$ cat src/design/ddbo_pkg.sv
package ddbo_pkg;
  // Mode register selection by bank group and bank address
  localparam logic [2:0] MR_ZERO = 3'h0;
  localparam logic [2:0] MR_ONE = 3'h1;
  localparam logic [2:0] MR_FOUR = 3'h4;
  // Field positions on the address pins
  localparam int BL_LSB = 0;
  localparam int BURST_TYPE_BIT = 3;
  localparam int DLL_RESET_BIT = 8;
  localparam int DLL_ENABLE_BIT = 0;
  localparam int SR_ABORT_BIT = 9;
  localparam int CHOP_SEL_BIT = 12;
  // Burst length option encodings
  localparam logic [1:0] BL_FIXED8 = 2'h0;
  localparam logic [1:0] BL_PER_CMD = 2'h1;
  localparam logic [1:0] BL_FIXED_CHOP = 2'h2;
  // Reset values
  localparam logic [1:0] BL_RESET = 2'h0;
  localparam logic DLL_ON_RESET = 1'b1;
  // Timing counts in clock cycles
  localparam int WR_START_CYC = 8;
  localparam int CHOP_PULL_IN_CYC = 2;
  localparam int REFRESH_CYC = 16;
  localparam int SR_REFRESH_PERIOD_CYC = 64;
  localparam int DLL_LOCK_CYC = 768;
  // Register bus byte addresses
  localparam logic [3:0] REG_STATUS = 4'h0;
  localparam logic [3:0] REG_REF_COUNT = 4'h4;
  localparam logic [3:0] REG_CONTROL = 4'h8;
  localparam int CTRL_CRC_BIT = 0;

  typedef struct packed {
    logic cke;
    logic cs_n;
    logic act_n;
    logic ras_n;
    logic cas_n;
    logic we_n;
    logic bg;
    logic [1:0] ba;
    logic [13:0] addr;
  } ddbo_pins_t;
endpackage

$ cat src/design/ddbo_beat_order.sv
`timescale 1ns/1ps
module ddbo_beat_order
  import ddbo_pkg::*;
(
  // Burst setup
  input wire logic [2:0] i_start,
  input wire logic i_interleave,
  input wire logic i_write,
  // Beat
  input wire logic [2:0] i_beat,
  output logic [2:0] o_col
);
  always_comb
  begin
    // (RULE_05) writes ignore start
    if (i_write)
      o_col = i_beat;
    // (RULE_04) beat XOR start
    else if (i_interleave)
      o_col = i_start ^ i_beat;
    // (RULE_03) wrap within each half
    else
      o_col = {i_start[2] ^ i_beat[2], 2'(i_start[1:0] + i_beat[1:0])};
  end
endmodule

$ cat src/design/ddbo_top.sv
`timescale 1ns/1ps
// Operation
// (RULE_01) Burst type from mode zero bit 3, length option from bits 1:0.
// (RULE_02) Per-command mode: chop select bit picks four-beat chop or eight beats.
// (RULE_03) Sequential reads start at low column bits, wrap in each half.
// (RULE_04) Interleaved reads order words as beat XOR start column.
// (RULE_05) Eight-beat writes ignore low column bits, store in order 0..7.
// (RULE_06) Fixed chop mode starts internal write two clocks earlier.
// (RULE_07) Per-command chop starts internal write at eight-beat time.
// (RULE_08) Write CRC with fixed eight beats uses start column zero only.
// (RULE_09) Mode one bit 0 low disables DLL until written high.
// (RULE_10) Controller precharges, meets timings, parks termination before DLL off.
// (RULE_11) Controller waits update delay, self refresh, clock times around change.
// (RULE_12) Controller holds clock enable high, termination low after exit.
// (RULE_13) Controller waits full exit delay before normal commands.
// (RULE_14) After fast exit only calibration and latency mode writes allowed.
// (RULE_15) Abort enabled: exit aborts refresh, counter not incremented.
// (RULE_16) Controller issues one extra refresh before next self refresh.
// (RULE_17) Controller reprograms latencies after exit, waits update delay.
// (RULE_18) Controller holds clock enable high until lock after DLL reset.
// (RULE_19) Controller waits exit delay then writes mode one bit 0 high.
// (RULE_20) Mode zero bit 8 high starts DLL reset and relock.
// (RULE_21) Controller may calibrate during lock after update delay.
// (RULE_22) Controller waits lock time and calibration time after DLL reset.
module ddbo_top
  import ddbo_pkg::*;
#(
  parameter int WR_CYC = WR_START_CYC,
  parameter int LOCK_CYC = DLL_LOCK_CYC
)
(
  // Clock and reset
  input wire logic i_sys_clk,
  input wire logic i_rst_n,
  // Command and address pins
  input wire ddbo_pins_t i_pins,
  // Register port
  input wire logic [3:0] i_reg_addr,
  input wire logic [31:0] i_reg_wdata,
  input wire logic i_reg_wr,
  input wire logic i_reg_rd,
  output logic [31:0] o_reg_rdata,
  // Burst column stream
  output logic [2:0] o_col,
  output logic o_col_v,
  output logic o_col_wr,
  output logic o_wr_int_start,
  // Device state
  output logic o_dll_on,
  output logic o_dll_locked,
  output logic o_self_refresh
);
  ddbo_pins_t pin_s1_q;
  ddbo_pins_t pin_q;
  logic cke_prev_q;
  logic [1:0] bl_q;
  logic interleave_q;
  logic sr_abort_q;
  logic crc_q;
  logic [9:0] lock_cnt_q;
  logic [3:0] wr_cnt_q;
  logic burst_q;
  logic chop_q;
  logic wr_q;
  logic [2:0] start_q;
  logic [2:0] beat_q;
  logic [2:0] col_d;
  logic [4:0] ref_cnt_q;
  logic ref_busy_q;
  logic [6:0] sr_tick_q;
  logic [15:0] ref_total_q;
  logic [2:0] mr_sel;
  logic cmd_v, cmd_mrs, cmd_ref, cmd_rd, cmd_wr, cmd_sre, cmd_srx;
  logic chop_cmd;

  // Pins cross in through two flops
  always_ff @(posedge i_sys_clk)
  begin
    pin_s1_q <= i_pins;
    pin_q <= pin_s1_q;
    cke_prev_q <= pin_q.cke;
  end

  assign mr_sel = {pin_q.bg, pin_q.ba};
  assign cmd_v = cke_prev_q && !pin_q.cs_n && pin_q.act_n && !o_self_refresh;
  assign cmd_mrs = cmd_v && pin_q.cke && !pin_q.ras_n && !pin_q.cas_n && !pin_q.we_n;
  assign cmd_ref = cmd_v && !pin_q.ras_n && !pin_q.cas_n && pin_q.we_n;
  assign cmd_sre = cmd_ref && !pin_q.cke;
  assign cmd_rd = cmd_v && pin_q.cke && pin_q.ras_n && !pin_q.cas_n && pin_q.we_n;
  assign cmd_wr = cmd_v && pin_q.cke && pin_q.ras_n && !pin_q.cas_n && !pin_q.we_n;
  assign cmd_srx = o_self_refresh && !cke_prev_q && pin_q.cke;
  // (RULE_02) chop chosen per command
  assign chop_cmd = (bl_q == BL_FIXED_CHOP) ||
                    ((bl_q == BL_PER_CMD) && !pin_q.addr[CHOP_SEL_BIT]);

  // (RULE_01) burst mode fields
  always_ff @(posedge i_sys_clk)
  begin
    if (!i_rst_n)
    begin
      bl_q <= BL_RESET;
      interleave_q <= 1'b0;
      sr_abort_q <= 1'b0;
    end
    else if (cmd_mrs && mr_sel == MR_ZERO)
    begin
      bl_q <= pin_q.addr[BL_LSB +: 2];
      interleave_q <= pin_q.addr[BURST_TYPE_BIT];
    end
    else if (cmd_mrs && mr_sel == MR_FOUR)
      sr_abort_q <= pin_q.addr[SR_ABORT_BIT];
  end

  // (RULE_09) DLL enable bit
  always_ff @(posedge i_sys_clk)
  begin
    if (!i_rst_n)
      o_dll_on <= DLL_ON_RESET;
    else if (cmd_mrs && mr_sel == MR_ONE)
      o_dll_on <= pin_q.addr[DLL_ENABLE_BIT];
  end

  // (RULE_20) DLL reset and relock
  always_ff @(posedge i_sys_clk)
  begin
    if (!i_rst_n)
    begin
      lock_cnt_q <= '0;
      o_dll_locked <= 1'b0;
    end
    else if (cmd_mrs && mr_sel == MR_ONE && !pin_q.addr[DLL_ENABLE_BIT])
    begin
      lock_cnt_q <= '0;
      o_dll_locked <= 1'b0;
    end
    else if (cmd_mrs && mr_sel == MR_ZERO && pin_q.addr[DLL_RESET_BIT] && o_dll_on)
    begin
      lock_cnt_q <= 10'(LOCK_CYC);
      o_dll_locked <= 1'b0;
    end
    else if (lock_cnt_q != '0)
    begin
      lock_cnt_q <= lock_cnt_q - 10'h1;
      o_dll_locked <= (lock_cnt_q == 10'h1);
    end
  end

  // Burst column engine, one beat per clock
  always_ff @(posedge i_sys_clk)
  begin
    if (!i_rst_n)
    begin
      burst_q <= 1'b0;
      beat_q <= '0;
      start_q <= '0;
      chop_q <= 1'b0;
      wr_q <= 1'b0;
    end
    else if (cmd_rd || cmd_wr)
    begin
      burst_q <= 1'b1;
      beat_q <= '0;
      // (RULE_08) CRC writes forced to start zero
      start_q <= (cmd_wr && crc_q && bl_q == BL_FIXED8) ? 3'h0 : pin_q.addr[2:0];
      chop_q <= chop_cmd;
      wr_q <= cmd_wr;
    end
    else if (burst_q)
    begin
      beat_q <= beat_q + 3'h1;
      if (beat_q == 3'h7 || (chop_q && beat_q == 3'h3))
        burst_q <= 1'b0;
    end
  end

  // Writes linear; chop writes stay in the half picked by start bit 2
  ddbo_beat_order u_order (
    .i_start(start_q),
    .i_interleave(interleave_q),
    .i_write(wr_q),
    .i_beat(wr_q && chop_q ? {start_q[2], beat_q[1:0]} : beat_q),
    .o_col(col_d)
  );

  // (RULE_03) column stream out
  always_ff @(posedge i_sys_clk)
  begin
    if (!i_rst_n)
    begin
      o_col <= '0;
      o_col_v <= 1'b0;
      o_col_wr <= 1'b0;
    end
    else
    begin
      o_col <= col_d;
      o_col_v <= burst_q;
      o_col_wr <= wr_q;
    end
  end

  // (RULE_06) fixed chop pulls internal write in
  always_ff @(posedge i_sys_clk)
  begin
    if (!i_rst_n)
    begin
      wr_cnt_q <= '0;
      o_wr_int_start <= 1'b0;
    end
    else
    begin
      if (cmd_wr)
        // (RULE_07) per-command chop keeps full delay
        wr_cnt_q <= (bl_q == BL_FIXED_CHOP) ? 4'(WR_CYC - CHOP_PULL_IN_CYC) : 4'(WR_CYC);
      else if (wr_cnt_q != '0)
        wr_cnt_q <= wr_cnt_q - 4'h1;
      o_wr_int_start <= !cmd_wr && (wr_cnt_q == 4'h1);
    end
  end

  // Self refresh state
  always_ff @(posedge i_sys_clk)
  begin
    if (!i_rst_n)
      o_self_refresh <= 1'b0;
    else if (cmd_sre)
      o_self_refresh <= 1'b1;
    else if (cmd_srx)
      o_self_refresh <= 1'b0;
  end

  // Refresh engine and counter
  always_ff @(posedge i_sys_clk)
  begin
    if (!i_rst_n)
    begin
      ref_busy_q <= 1'b0;
      ref_cnt_q <= '0;
      sr_tick_q <= '0;
      ref_total_q <= '0;
    end
    else if (cmd_srx && sr_abort_q)
    begin
      // (RULE_15) abort drops refresh uncounted
      ref_busy_q <= 1'b0;
      ref_cnt_q <= '0;
      sr_tick_q <= '0;
    end
    else
    begin
      sr_tick_q <= o_self_refresh ? sr_tick_q + 7'h1 : 7'h0;
      if ((cmd_ref || (o_self_refresh && sr_tick_q == 7'(SR_REFRESH_PERIOD_CYC - 1)))
          && !ref_busy_q)
      begin
        ref_busy_q <= 1'b1;
        ref_cnt_q <= 5'(REFRESH_CYC);
      end
      else if (ref_busy_q)
      begin
        ref_cnt_q <= ref_cnt_q - 5'h1;
        if (ref_cnt_q == 5'h1)
        begin
          ref_busy_q <= 1'b0;
          ref_total_q <= ref_total_q + 16'h1;
        end
      end
    end
  end

  // Register port
  always_ff @(posedge i_sys_clk)
  begin
    if (!i_rst_n)
      crc_q <= 1'b0;
    else if (i_reg_wr && i_reg_addr == REG_CONTROL)
      crc_q <= i_reg_wdata[CTRL_CRC_BIT];
  end

  always_ff @(posedge i_sys_clk)
  begin
    if (!i_rst_n)
      o_reg_rdata <= '0;
    else if (i_reg_rd)
      case (i_reg_addr)
        REG_STATUS: o_reg_rdata <= {25'h0, o_dll_locked, o_dll_on, o_self_refresh,
                                    sr_abort_q, interleave_q, bl_q};
        REG_REF_COUNT: o_reg_rdata <= {16'h0, ref_total_q};
        REG_CONTROL: o_reg_rdata <= {31'h0, crc_q};
        default: o_reg_rdata <= '0;
      endcase
    else
      o_reg_rdata <= '0;
  end

  mr_type_a: assert property (@(posedge i_sys_clk) disable iff (!i_rst_n) // RULE_01
    cmd_mrs && mr_sel == MR_ZERO |=> interleave_q == $past(pin_q.addr[BURST_TYPE_BIT])
    && bl_q == $past(pin_q.addr[1:0])) else $error("burst mode not taken");
  chop_len_a: assert property (@(posedge i_sys_clk) disable iff (!i_rst_n) // RULE_02
    burst_q && chop_q |-> beat_q <= 3'h3) else $error("chop burst too long");
  seq_order_a: assert property (@(posedge i_sys_clk) disable iff (!i_rst_n) // RULE_03
    $past(burst_q) && !$past(wr_q) && !$past(interleave_q) |-> o_col ==
    {$past(start_q[2]) ^ $past(beat_q[2]), 2'($past(start_q[1:0]) + $past(beat_q[1:0]))})
    else $error("sequential order wrong");
  ileave_order_a: assert property (@(posedge i_sys_clk) disable iff (!i_rst_n) // RULE_04
    $past(burst_q) && !$past(wr_q) && $past(interleave_q) |->
    o_col == ($past(start_q) ^ $past(beat_q))) else $error("interleaved order wrong");
  write_order_a: assert property (@(posedge i_sys_clk) disable iff (!i_rst_n) // RULE_05
    $past(burst_q) && $past(wr_q) && !$past(chop_q) |-> o_col == $past(beat_q))
    else $error("write order not linear");
  chop_wr_a: assert property (@(posedge i_sys_clk) disable iff (!i_rst_n) // RULE_06
    cmd_wr && bl_q == BL_FIXED_CHOP ##1 !cmd_wr [*6] |=> o_wr_int_start)
    else $error("fixed chop write start late");
  otf_wr_a: assert property (@(posedge i_sys_clk) disable iff (!i_rst_n) // RULE_07
    cmd_wr && bl_q != BL_FIXED_CHOP ##1 !cmd_wr [*8] |=> o_wr_int_start)
    else $error("write start not at full delay");
  crc_start_a: assert property (@(posedge i_sys_clk) disable iff (!i_rst_n) // RULE_08
    cmd_wr && crc_q && bl_q == BL_FIXED8 |=> start_q == 3'h0) else $error("crc start");
  dll_off_a: assert property (@(posedge i_sys_clk) disable iff (!i_rst_n) // RULE_09
    cmd_mrs && mr_sel == MR_ONE && !pin_q.addr[DLL_ENABLE_BIT] |=> !o_dll_on && !o_dll_locked)
    else $error("DLL not disabled");
  abort_a: assert property (@(posedge i_sys_clk) disable iff (!i_rst_n) // RULE_15
    cmd_srx && sr_abort_q |=> $stable(ref_total_q) && !ref_busy_q)
    else $error("aborted refresh counted");
  relock_a: assert property (@(posedge i_sys_clk) disable iff (!i_rst_n) // RULE_20
    cmd_mrs && mr_sel == MR_ZERO && pin_q.addr[DLL_RESET_BIT] && o_dll_on
    |=> !o_dll_locked [*8]) else $error("DLL locked too soon");

  rd_burst_c: cover property (@(posedge i_sys_clk) disable iff (!i_rst_n) cmd_rd ##9 !burst_q);
  sr_cycle_c: cover property (@(posedge i_sys_clk) disable iff (!i_rst_n) cmd_sre ##[1:200] cmd_srx);
  relock_c: cover property (@(posedge i_sys_clk) disable iff (!i_rst_n)
    $rose(o_dll_locked));
endmodule

$ cat config.mk
export PLATFORM = sky130hd
export DESIGN_NAME = ddbo_top
export DESIGN_NICKNAME = d
export VERILOG_FILES = /design/src/design/ddbo_pkg.sv /design/src/design/ddbo_beat_order.sv /design/src/design/ddbo_top.sv
export SDC_FILE = /design/constraint.sdc
export NUM_CORES = 1
export LEC_CHECK = 0
export BUFFER_PORTS_ARGS = -buffer_cell sky130_fd_sc_hd__buf_2
export CORE_UTILIZATION = 39
export DETAILED_ROUTE_END_ITERATION = 8
export GPL_TIMING_DRIVEN = 0
export PLACE_DENSITY = 0.65
export REMOVE_ABC_BUFFERS = 1
export SYNTH_ARGS = -nofsm -noshare
export SYNTH_HDL_FRONTEND = slang
export SYNTH_SLANG_ARGS = --single-unit
$ cat constraint.sdc
create_clock -name i_sys_clk -period 2.2 [get_ports i_sys_clk]
set_clock_uncertainty 0.2 [all_clocks]
set_input_delay 0.11 -clock i_sys_clk [delete_from_list [all_inputs] [get_ports i_sys_clk]]
set_output_delay 0.11 -clock i_sys_clk [all_outputs]
set_load 0.05 [all_outputs]
======== Word-level counts from Yosys, hierarchy flattened ========
Index checks and enable logic that the tools add are counted.
operators by class
  reduce and logical (&&, ||, !) cells .... 66
  equal/unequal tests ..................... 12
  shift operators ......................... 0
  divide/modulo/power cells ............... 0
  bitwise gates (word level) .............. 7
  magnitude comparators ................... 0
  multiplexer cells ....................... 20
  $mul .................................... 0
  add/sub/neg operators ................... 7
operators with widths
  kind                                                   number
  case mux 16 bit (3 select lines)                       1
  logical AND 1 bit                                      33
  two-way mux 10 bit                                     2
  adder 16 x 1 -> 16 bit (second input constant)         1
  two-way mux 3 bit                                      4
  two-way mux 4 bit                                      3
  zero test 1 bit                                        11
  equality test 10 x 1 -> 1 bit (second input constant)  1
  two-way mux 5 bit                                      2
  nonzero test 10 bit                                    1
  subtractor 10 x 1 -> 10 bit (second input constant)    1
  OR reduction 3 bit                                     3
  two-way mux 1 bit                                      8
  nonzero test 2 bit                                     4
  adder 7 x 1 -> 7 bit (second input constant)           1
  equality test 7 x 6 -> 1 bit (second input constant)   1
  equality test 3 bit (second input constant)            2
  OR reduction 2 bit                                     3
  equality test 5 x 1 -> 1 bit (second input constant)   1
  inverter 1 bit                                         5
  subtractor 5 x 1 -> 5 bit (second input constant)      1
  equality test 4 x 1 -> 1 bit (second input constant)   1
  equality test 4 x 3 -> 1 bit (second input constant)   1
  equality test 4 bit (second input constant)            1
  other kinds (16)                                       20
word-level totals
  input bits .............................. 63
  memories ................................ 0
  output and inout bits ................... 41
  register bits ........................... 143
  ROM bits ................................ 0
  bits in latches ......................... 0
  RAM bits ................................ 0

======== Logic depth before layout (Yosys ltp) ========
  depth after elaboration ................. 12
  gate-level depth with buffers ........... 7
  depth with buffers taken out ............ 6

======== Hierarchy ========
A second synthesis with hierarchy kept.
unflattened totals
  cell total of the unflattened synthesis .. 452
  area total of the unflattened synthesis .. 4490.6 sq um
modules (own cells, without submodules)
  module           instances  area each (sq um)  sequential area each (sq um)  cells each
  ddbo_top         1          4415.5             2302.2                        443
  ddbo_beat_order  1          75.1               0.0                           9

======== Worst setup path after synthesis ========
OpenSTA, ideal clock, no wires.
  kind .................................... flip-flop to flip-flop
  from .................................... reg o_self_refresh
  to ...................................... reg wr_cnt_q[3]
  arrival time ............................ 1.725 ns
  stages on the path, launching flop included .. 6
  slack ................................... 0.159 ns
  path buffers ............................ 1
  cells stage by stage .................... dfxtp_1 > and4bb_1 > buf_2 > nand4b_4 > or3b_1 > and3_1
on the way
  cells in the longest elaborated chain, start to end .. 7
  elaborated cells between the ends (all ways) .. 8
  those cells by class .................... 1 x mux; 7 x reduce/logical
ends and longest elaborated chain
  item                                                            line             text
  start: declaration                                              ddbo_top.sv:51   output logic o_self_refresh
  start signal: assignment                                        ddbo_top.sv:225  o_self_refresh <= 1'b0;
  start signal: assignment                                        ddbo_top.sv:227  o_self_refresh <= 1'b1;
  start signal: assignment                                        ddbo_top.sv:229  o_self_refresh <= 1'b0;
  zero test 1 bit (*)                                             ddbo_top.sv:85   assign cmd_v = cke_prev_q && !pin_q.cs_n && pin_q.act_n && !o_self_refresh;
  logical AND 1 bit (*)                                           ddbo_top.sv:85
  logical AND 1 bit (*) (4 in series)                             ddbo_top.sv:90   assign cmd_wr = cmd_v && pin_q.cke && pin_q.ras_n && !pin_q.cas_n && !pin_q.we_n;
  two-way mux 4 bit / nonzero test 2 bit (equally long branches)  --
  end signal: assignment                                          ddbo_top.sv:214  wr_cnt_q <= (bl_q == BL_FIXED_CHOP) ? 4'(WR_CYC - CHOP_PULL_IN_CYC) : 4'(WR_CYC);
  end signal: assignment                                          ddbo_top.sv:216  wr_cnt_q <= wr_cnt_q - 4'h1;
  end: declaration                                                ddbo_top.sv:61   logic [3:0] wr_cnt_q;
Mark *: on every way between the ends. The rest lies on a longest branch, timed or not.
A chain may end at the register's enable or synchronous reset.

======== Worst setup path after layout ========
  from .................................... in i_reg_addr[2]
  to ...................................... reg o_reg_rdata[0]
on the way
  cells in the longest elaborated chain, start to end .. 2
  elaborated cells between the ends (all ways) .. 4
  those cells by class .................... 2 x eq/ne; 1 x mux; 1 x reduce/logical
ends and longest elaborated chain
  item                                               line             text
  start: declaration                                 ddbo_top.sv:38   input wire logic [3:0] i_reg_addr,
  equality test 4 bit, or another cell as far along  ddbo_top.sv:284  case (i_reg_addr)
  case mux 16 bit (3 select lines) (*)               ddbo_top.sv:284
  end signal: assignment                             ddbo_top.sv:285  REG_STATUS: o_reg_rdata <= {25'h0, o_dll_locked, o_dll_on, o_self_refresh,
  end signal: assignment                             ddbo_top.sv:287  REG_REF_COUNT: o_reg_rdata <= {16'h0, ref_total_q};
  end signal: assignment                             ddbo_top.sv:288  REG_CONTROL: o_reg_rdata <= {31'h0, crc_q};
  end: declaration                                   ddbo_top.sv:42   output logic [31:0] o_reg_rdata,
Marks and branches as above.

==> PnR_summary.wiki <==
{| class="wikitable"
! Metric !! Value
|-
| Die outline height || 108.5 µm
|-
| Worst slew margin relative to its limit || 0.1913
|-
| Outcome || completed
|-
| Deepest level of the CTS H-tree || 4
|-
| Iter 0 DRT Violations || 190
|-
| Mapped Avg Cell Area || 10.02 µm²
|-
| First-pass GRT wire length || 14.39 mm
|-
| Number of library cell types mapped by synthesis || 58
|-
| Flop pwr share || 0.385
|-
| Cell types with the largest area share after synthesis || dfxtp_1 (52%), nor2_1 (3.7%), ha_1 (3.7%)
|-
| Sw Share || 0.2607
|-
| Input/output buffers || 49
|-
| Stage delay of the slowest cell on the critical path || 590 ps
|-
| Maximum buffer depth of the clock tree || 2
|-
| FFs w/ async S/R, synth || 0
|-
| Logic pwr share || 0.149
|-
| Vias per cell || 4.972
|-
| Cell Int Power || 4551 µW
|-
| Worst path cell trace || dlygate4sd3_1, buf_2, nor3_2, dlygate4sd3_1, a22oi_1, dlygate4sd3_1, nor2_1
|-
| Detailed Route WL || 8.637 mm
|-
| Sum of net half-perimeters after detailed placement || 5.699 mm
|-
| Share of the clock period used by the worst path || 0.9537
|-
| Fin. Hold Viols || 0
|-
| Clock transition time at the flip-flop clock pins of the worst setup and hold paths || 50 ps
|-
| Total iterations of the first detailed-routing run || 5
|-
| Sequential share of the synthesized area || 0.5201
|-
| Number of top-level pins || 104
|-
| Total core area || 0.01094 mm²
|-
| Sw Pwr || 1605 µW
|-
| Synth area leader || dfxtp_1
|-
| Antenna-violating nets left || 0
|-
| Worst Hold Class || in -> reg
|-
| Crit path time final || 2098 ps
|-
| Final-layout setup total negative slack || 0 ps
|-
| Cell with the biggest individual delay on the critical path || dlygate4sd3_1
|-
| Data arrival time of the critical path || 2240 ps
|-
| RePlAce Congestion || 0.8295
|-
| Count of maximum capacitance violations || 0
|-
| Number of pins exceeding their max-slew limit in the final report || 0
|-
| Worst EP required || 2340 ps
|-
| CP Buf/Inv Count || 4
|-
| Slack of the critical path || 101.9 ps
|-
| Post-synthesis instance area || 0.004427 mm²
|-
| CP startpoint kind || input pin
|-
| Crit Path Class || in -> reg
|-
| Power per cell area || 1091 mW/mm²
|-
| Total setup violations reported at the end of the flow || 0
|-
| Via Count || 3361
|-
| Number of clock sinks seen by CTS || 115
|-
| Die area || 0.01178 mm²
|-
| Fraction of layout cells with a size suffix above 1 || 0.1828
|-
| Starting density of the core || 0.4048
|-
| Critical path endpoint category || register
|-
| Fraction of power consumed by the clock network || 0.467
|-
| Largest net degree at the start of global routing || 28
|-
| Peak supply drop || 0.0007945 V
|-
| Gr ovfl total || 0
|-
| Number of antenna violations at the first check in global routing || 0
|-
| Total of warnings raised by yosys || 0
|-
| Static leakage || 0.002288 µW
|-
| Util after Layout || 0.5160
|-
| Post-route insts no fill || 676
|-
| Transition at the pin with the smallest max-transition slack || 1202 ps
|-
| Critical path's most frequent cell || dlygate4sd3_1
|-
| Via count of the first global-routing pass || 3244
|-
| Share of the synthesized area in the top cell type || 0.5201
|-
| Top FF cell, synth || dfxtp_1
|-
| Biggest fanout along the worst timing path || 4
|-
| Root buf cell || clkbuf_16
|-
| Most numerous cell in the Yosys netlist || dfxtp_1
|-
| Total global-route track usage || 0.1612
|-
| Design Power || 6156 µW
|-
| CTS tree || built
|-
| Placed Cells incl. Taps || 618
|-
| Diodes inserted || 0
|-
| Worst slack, placed || -101.3 ps
|-
| Wire per inst || 12.78 µm
|-
| Leading cell types by count after synthesis || dfxtp_1 (115), nor2_1 (44), nand2_1 (32)
|-
| Final routed DRC violation total || 0
|-
| Fin nets || 599
|-
| Flop and latch count out of synthesis || 115
|-
| Highest achievable clock rate || 476.6 MHz
|-
| Later-pin clock latency in the skew report || 410 ps
|-
| RSZ-0062 raised after global routing || false
|-
| Cell row count || 38
|-
| Number of synthesized flops with an enable pin || 0
|-
| Cts bufs inserted || 17
|-
| Layout area overhead || 27.47%
|-
| Kind of cell adding the most delay to the critical path || buffers and inverters
|-
| Die width || 108.5 µm
|-
| Synthesized instance count || 442
|}
[metrics by stage]
| step | hold WS [ps] | instance area [µm²] |
|---|---|---|
| finish | 19.86 | 5643 |
| global route | 42.26 | 5643 |
| CTS | 5.172 | 5614 |
| detailed placement | 13.58 | 4726 |
| global placement | 12.67 | 4726 |
| floorplan | -62.28 | 4305 |
[path summary, 6_finish.rpt]
path	end	start	depth (start not counted)	slack, ps
worst min-delay path	o_reg_rdata[5]$_SDFF_PN0_	i_reg_addr[1]	4	20
worst max-delay path	o_reg_rdata[0]$_SDFF_PN0_	i_reg_addr[2]	7	100
worst max register to register	ref_total_q[11]$_SDFFE_PN0P_	ref_cnt_q[0]$_SDFFE_PP0P_	5	130
worst min register to register	pin_q[0]$_DFF_P_	pin_s1_q[0]$_DFF_P_	0	120
[flip-flops by register name (all words and copies together) (netlist names), 2 cells and up]
name	cells
sr_tick_q	7
beat_q	3
o_col	3
ref_cnt_q	5
lock_cnt_q	10
mr_sel	3
pin_s1_q	16
start_q	3
bl_q	2
ref_total_q	16
wr_cnt_q	4
pin_q	13
o_reg_rdata	16
[per-layer routing]
layer	vias up	share of wire	GRT usage
met5	-	0	0
met4	0	0.013	0.07819
met3	8	0.044	0.05003
met2	80	0.48	0.2789
met1	1562	0.46	0.1786
li1	1711	-	-
[cell families (layout without fill, tap and decap cells)]
kind of cell / Yosys count / after routing / synth area share
DFF: 115 / 115 / 0.5201
adders and majority gates: 13 / 13 / 0.03674
and+or+nand+nor: 167 / 167 / 0.2157
AOI/OAI and AO/OA: 73 / 73 / 0.1097
other: 1 / 16 / 0.0008471
xor gates and xnor gates: 15 / 15 / 0.02968
muxes: 15 / 15 / 0.03448
buffers and inverters: 43 / 122 / 0.05285
[tightest hold or removal path, cell delays in order]
cell     delay, ps
buf_2          140
nor4b_4         90
a22oi_1        180
nor2_1          60
[cell type report]
class                   instances  area, µm²
clock buffers                  19      442.9
clock inverters                13      183.9
fillers                       990       5293
inverters                      15      60.06
multi-input cells             299       1974
flip-flops and latches        115       2303
well taps                     140      175.2
repair buffers                 75      503.0
[power groups by stage]
stage	sequential (µW)	combinational, µW	clock, µW
6_report	2370	916	2870
5_1_grt	2390	1030	3020
4_1_cts	2370	915	2920
3_5_place_dp	2410	873	0
3_3_place_gp	2400	849	0
2_1_floorplan	2410	693	0
[cell usage in the layout, fill, tap and decap left out, types with 7 or more instances in the layout]
| cell type | count |
|---|---|
| clkbuf_16 | 17 |
| or4_1 | 8 |
| nand4_1 | 7 |
| ha_1 | 13 |
| nand3_1 | 11 |
| inv_1 | 14 |
| xor2_1 | 7 |
| nor3_1 | 8 |
| xnor2_1 | 8 |
| nand2_1 | 32 |
| o31ai_1 | 11 |
| a21oi_1 | 24 |
| nor2_1 | 44 |
| a22oi_1 | 7 |
| dlygate4sd3_1 | 25 |
| conb_1 | 16 |
| buf_2 | 49 |
| mux2i_1 | 13 |
| and2_1 | 12 |
| dfxtp_1 | 114 |
[what timing repair did]
item / in CTS / in global routing
buffers inserted: 0 / 1
setup endpoints to repair: 6 / 23
hold buffers: 25 / 0
endpoints found under the hold margin: 28 / 0
gates resized for setup: 2 / 5
(Power assumes the default switching activity.)
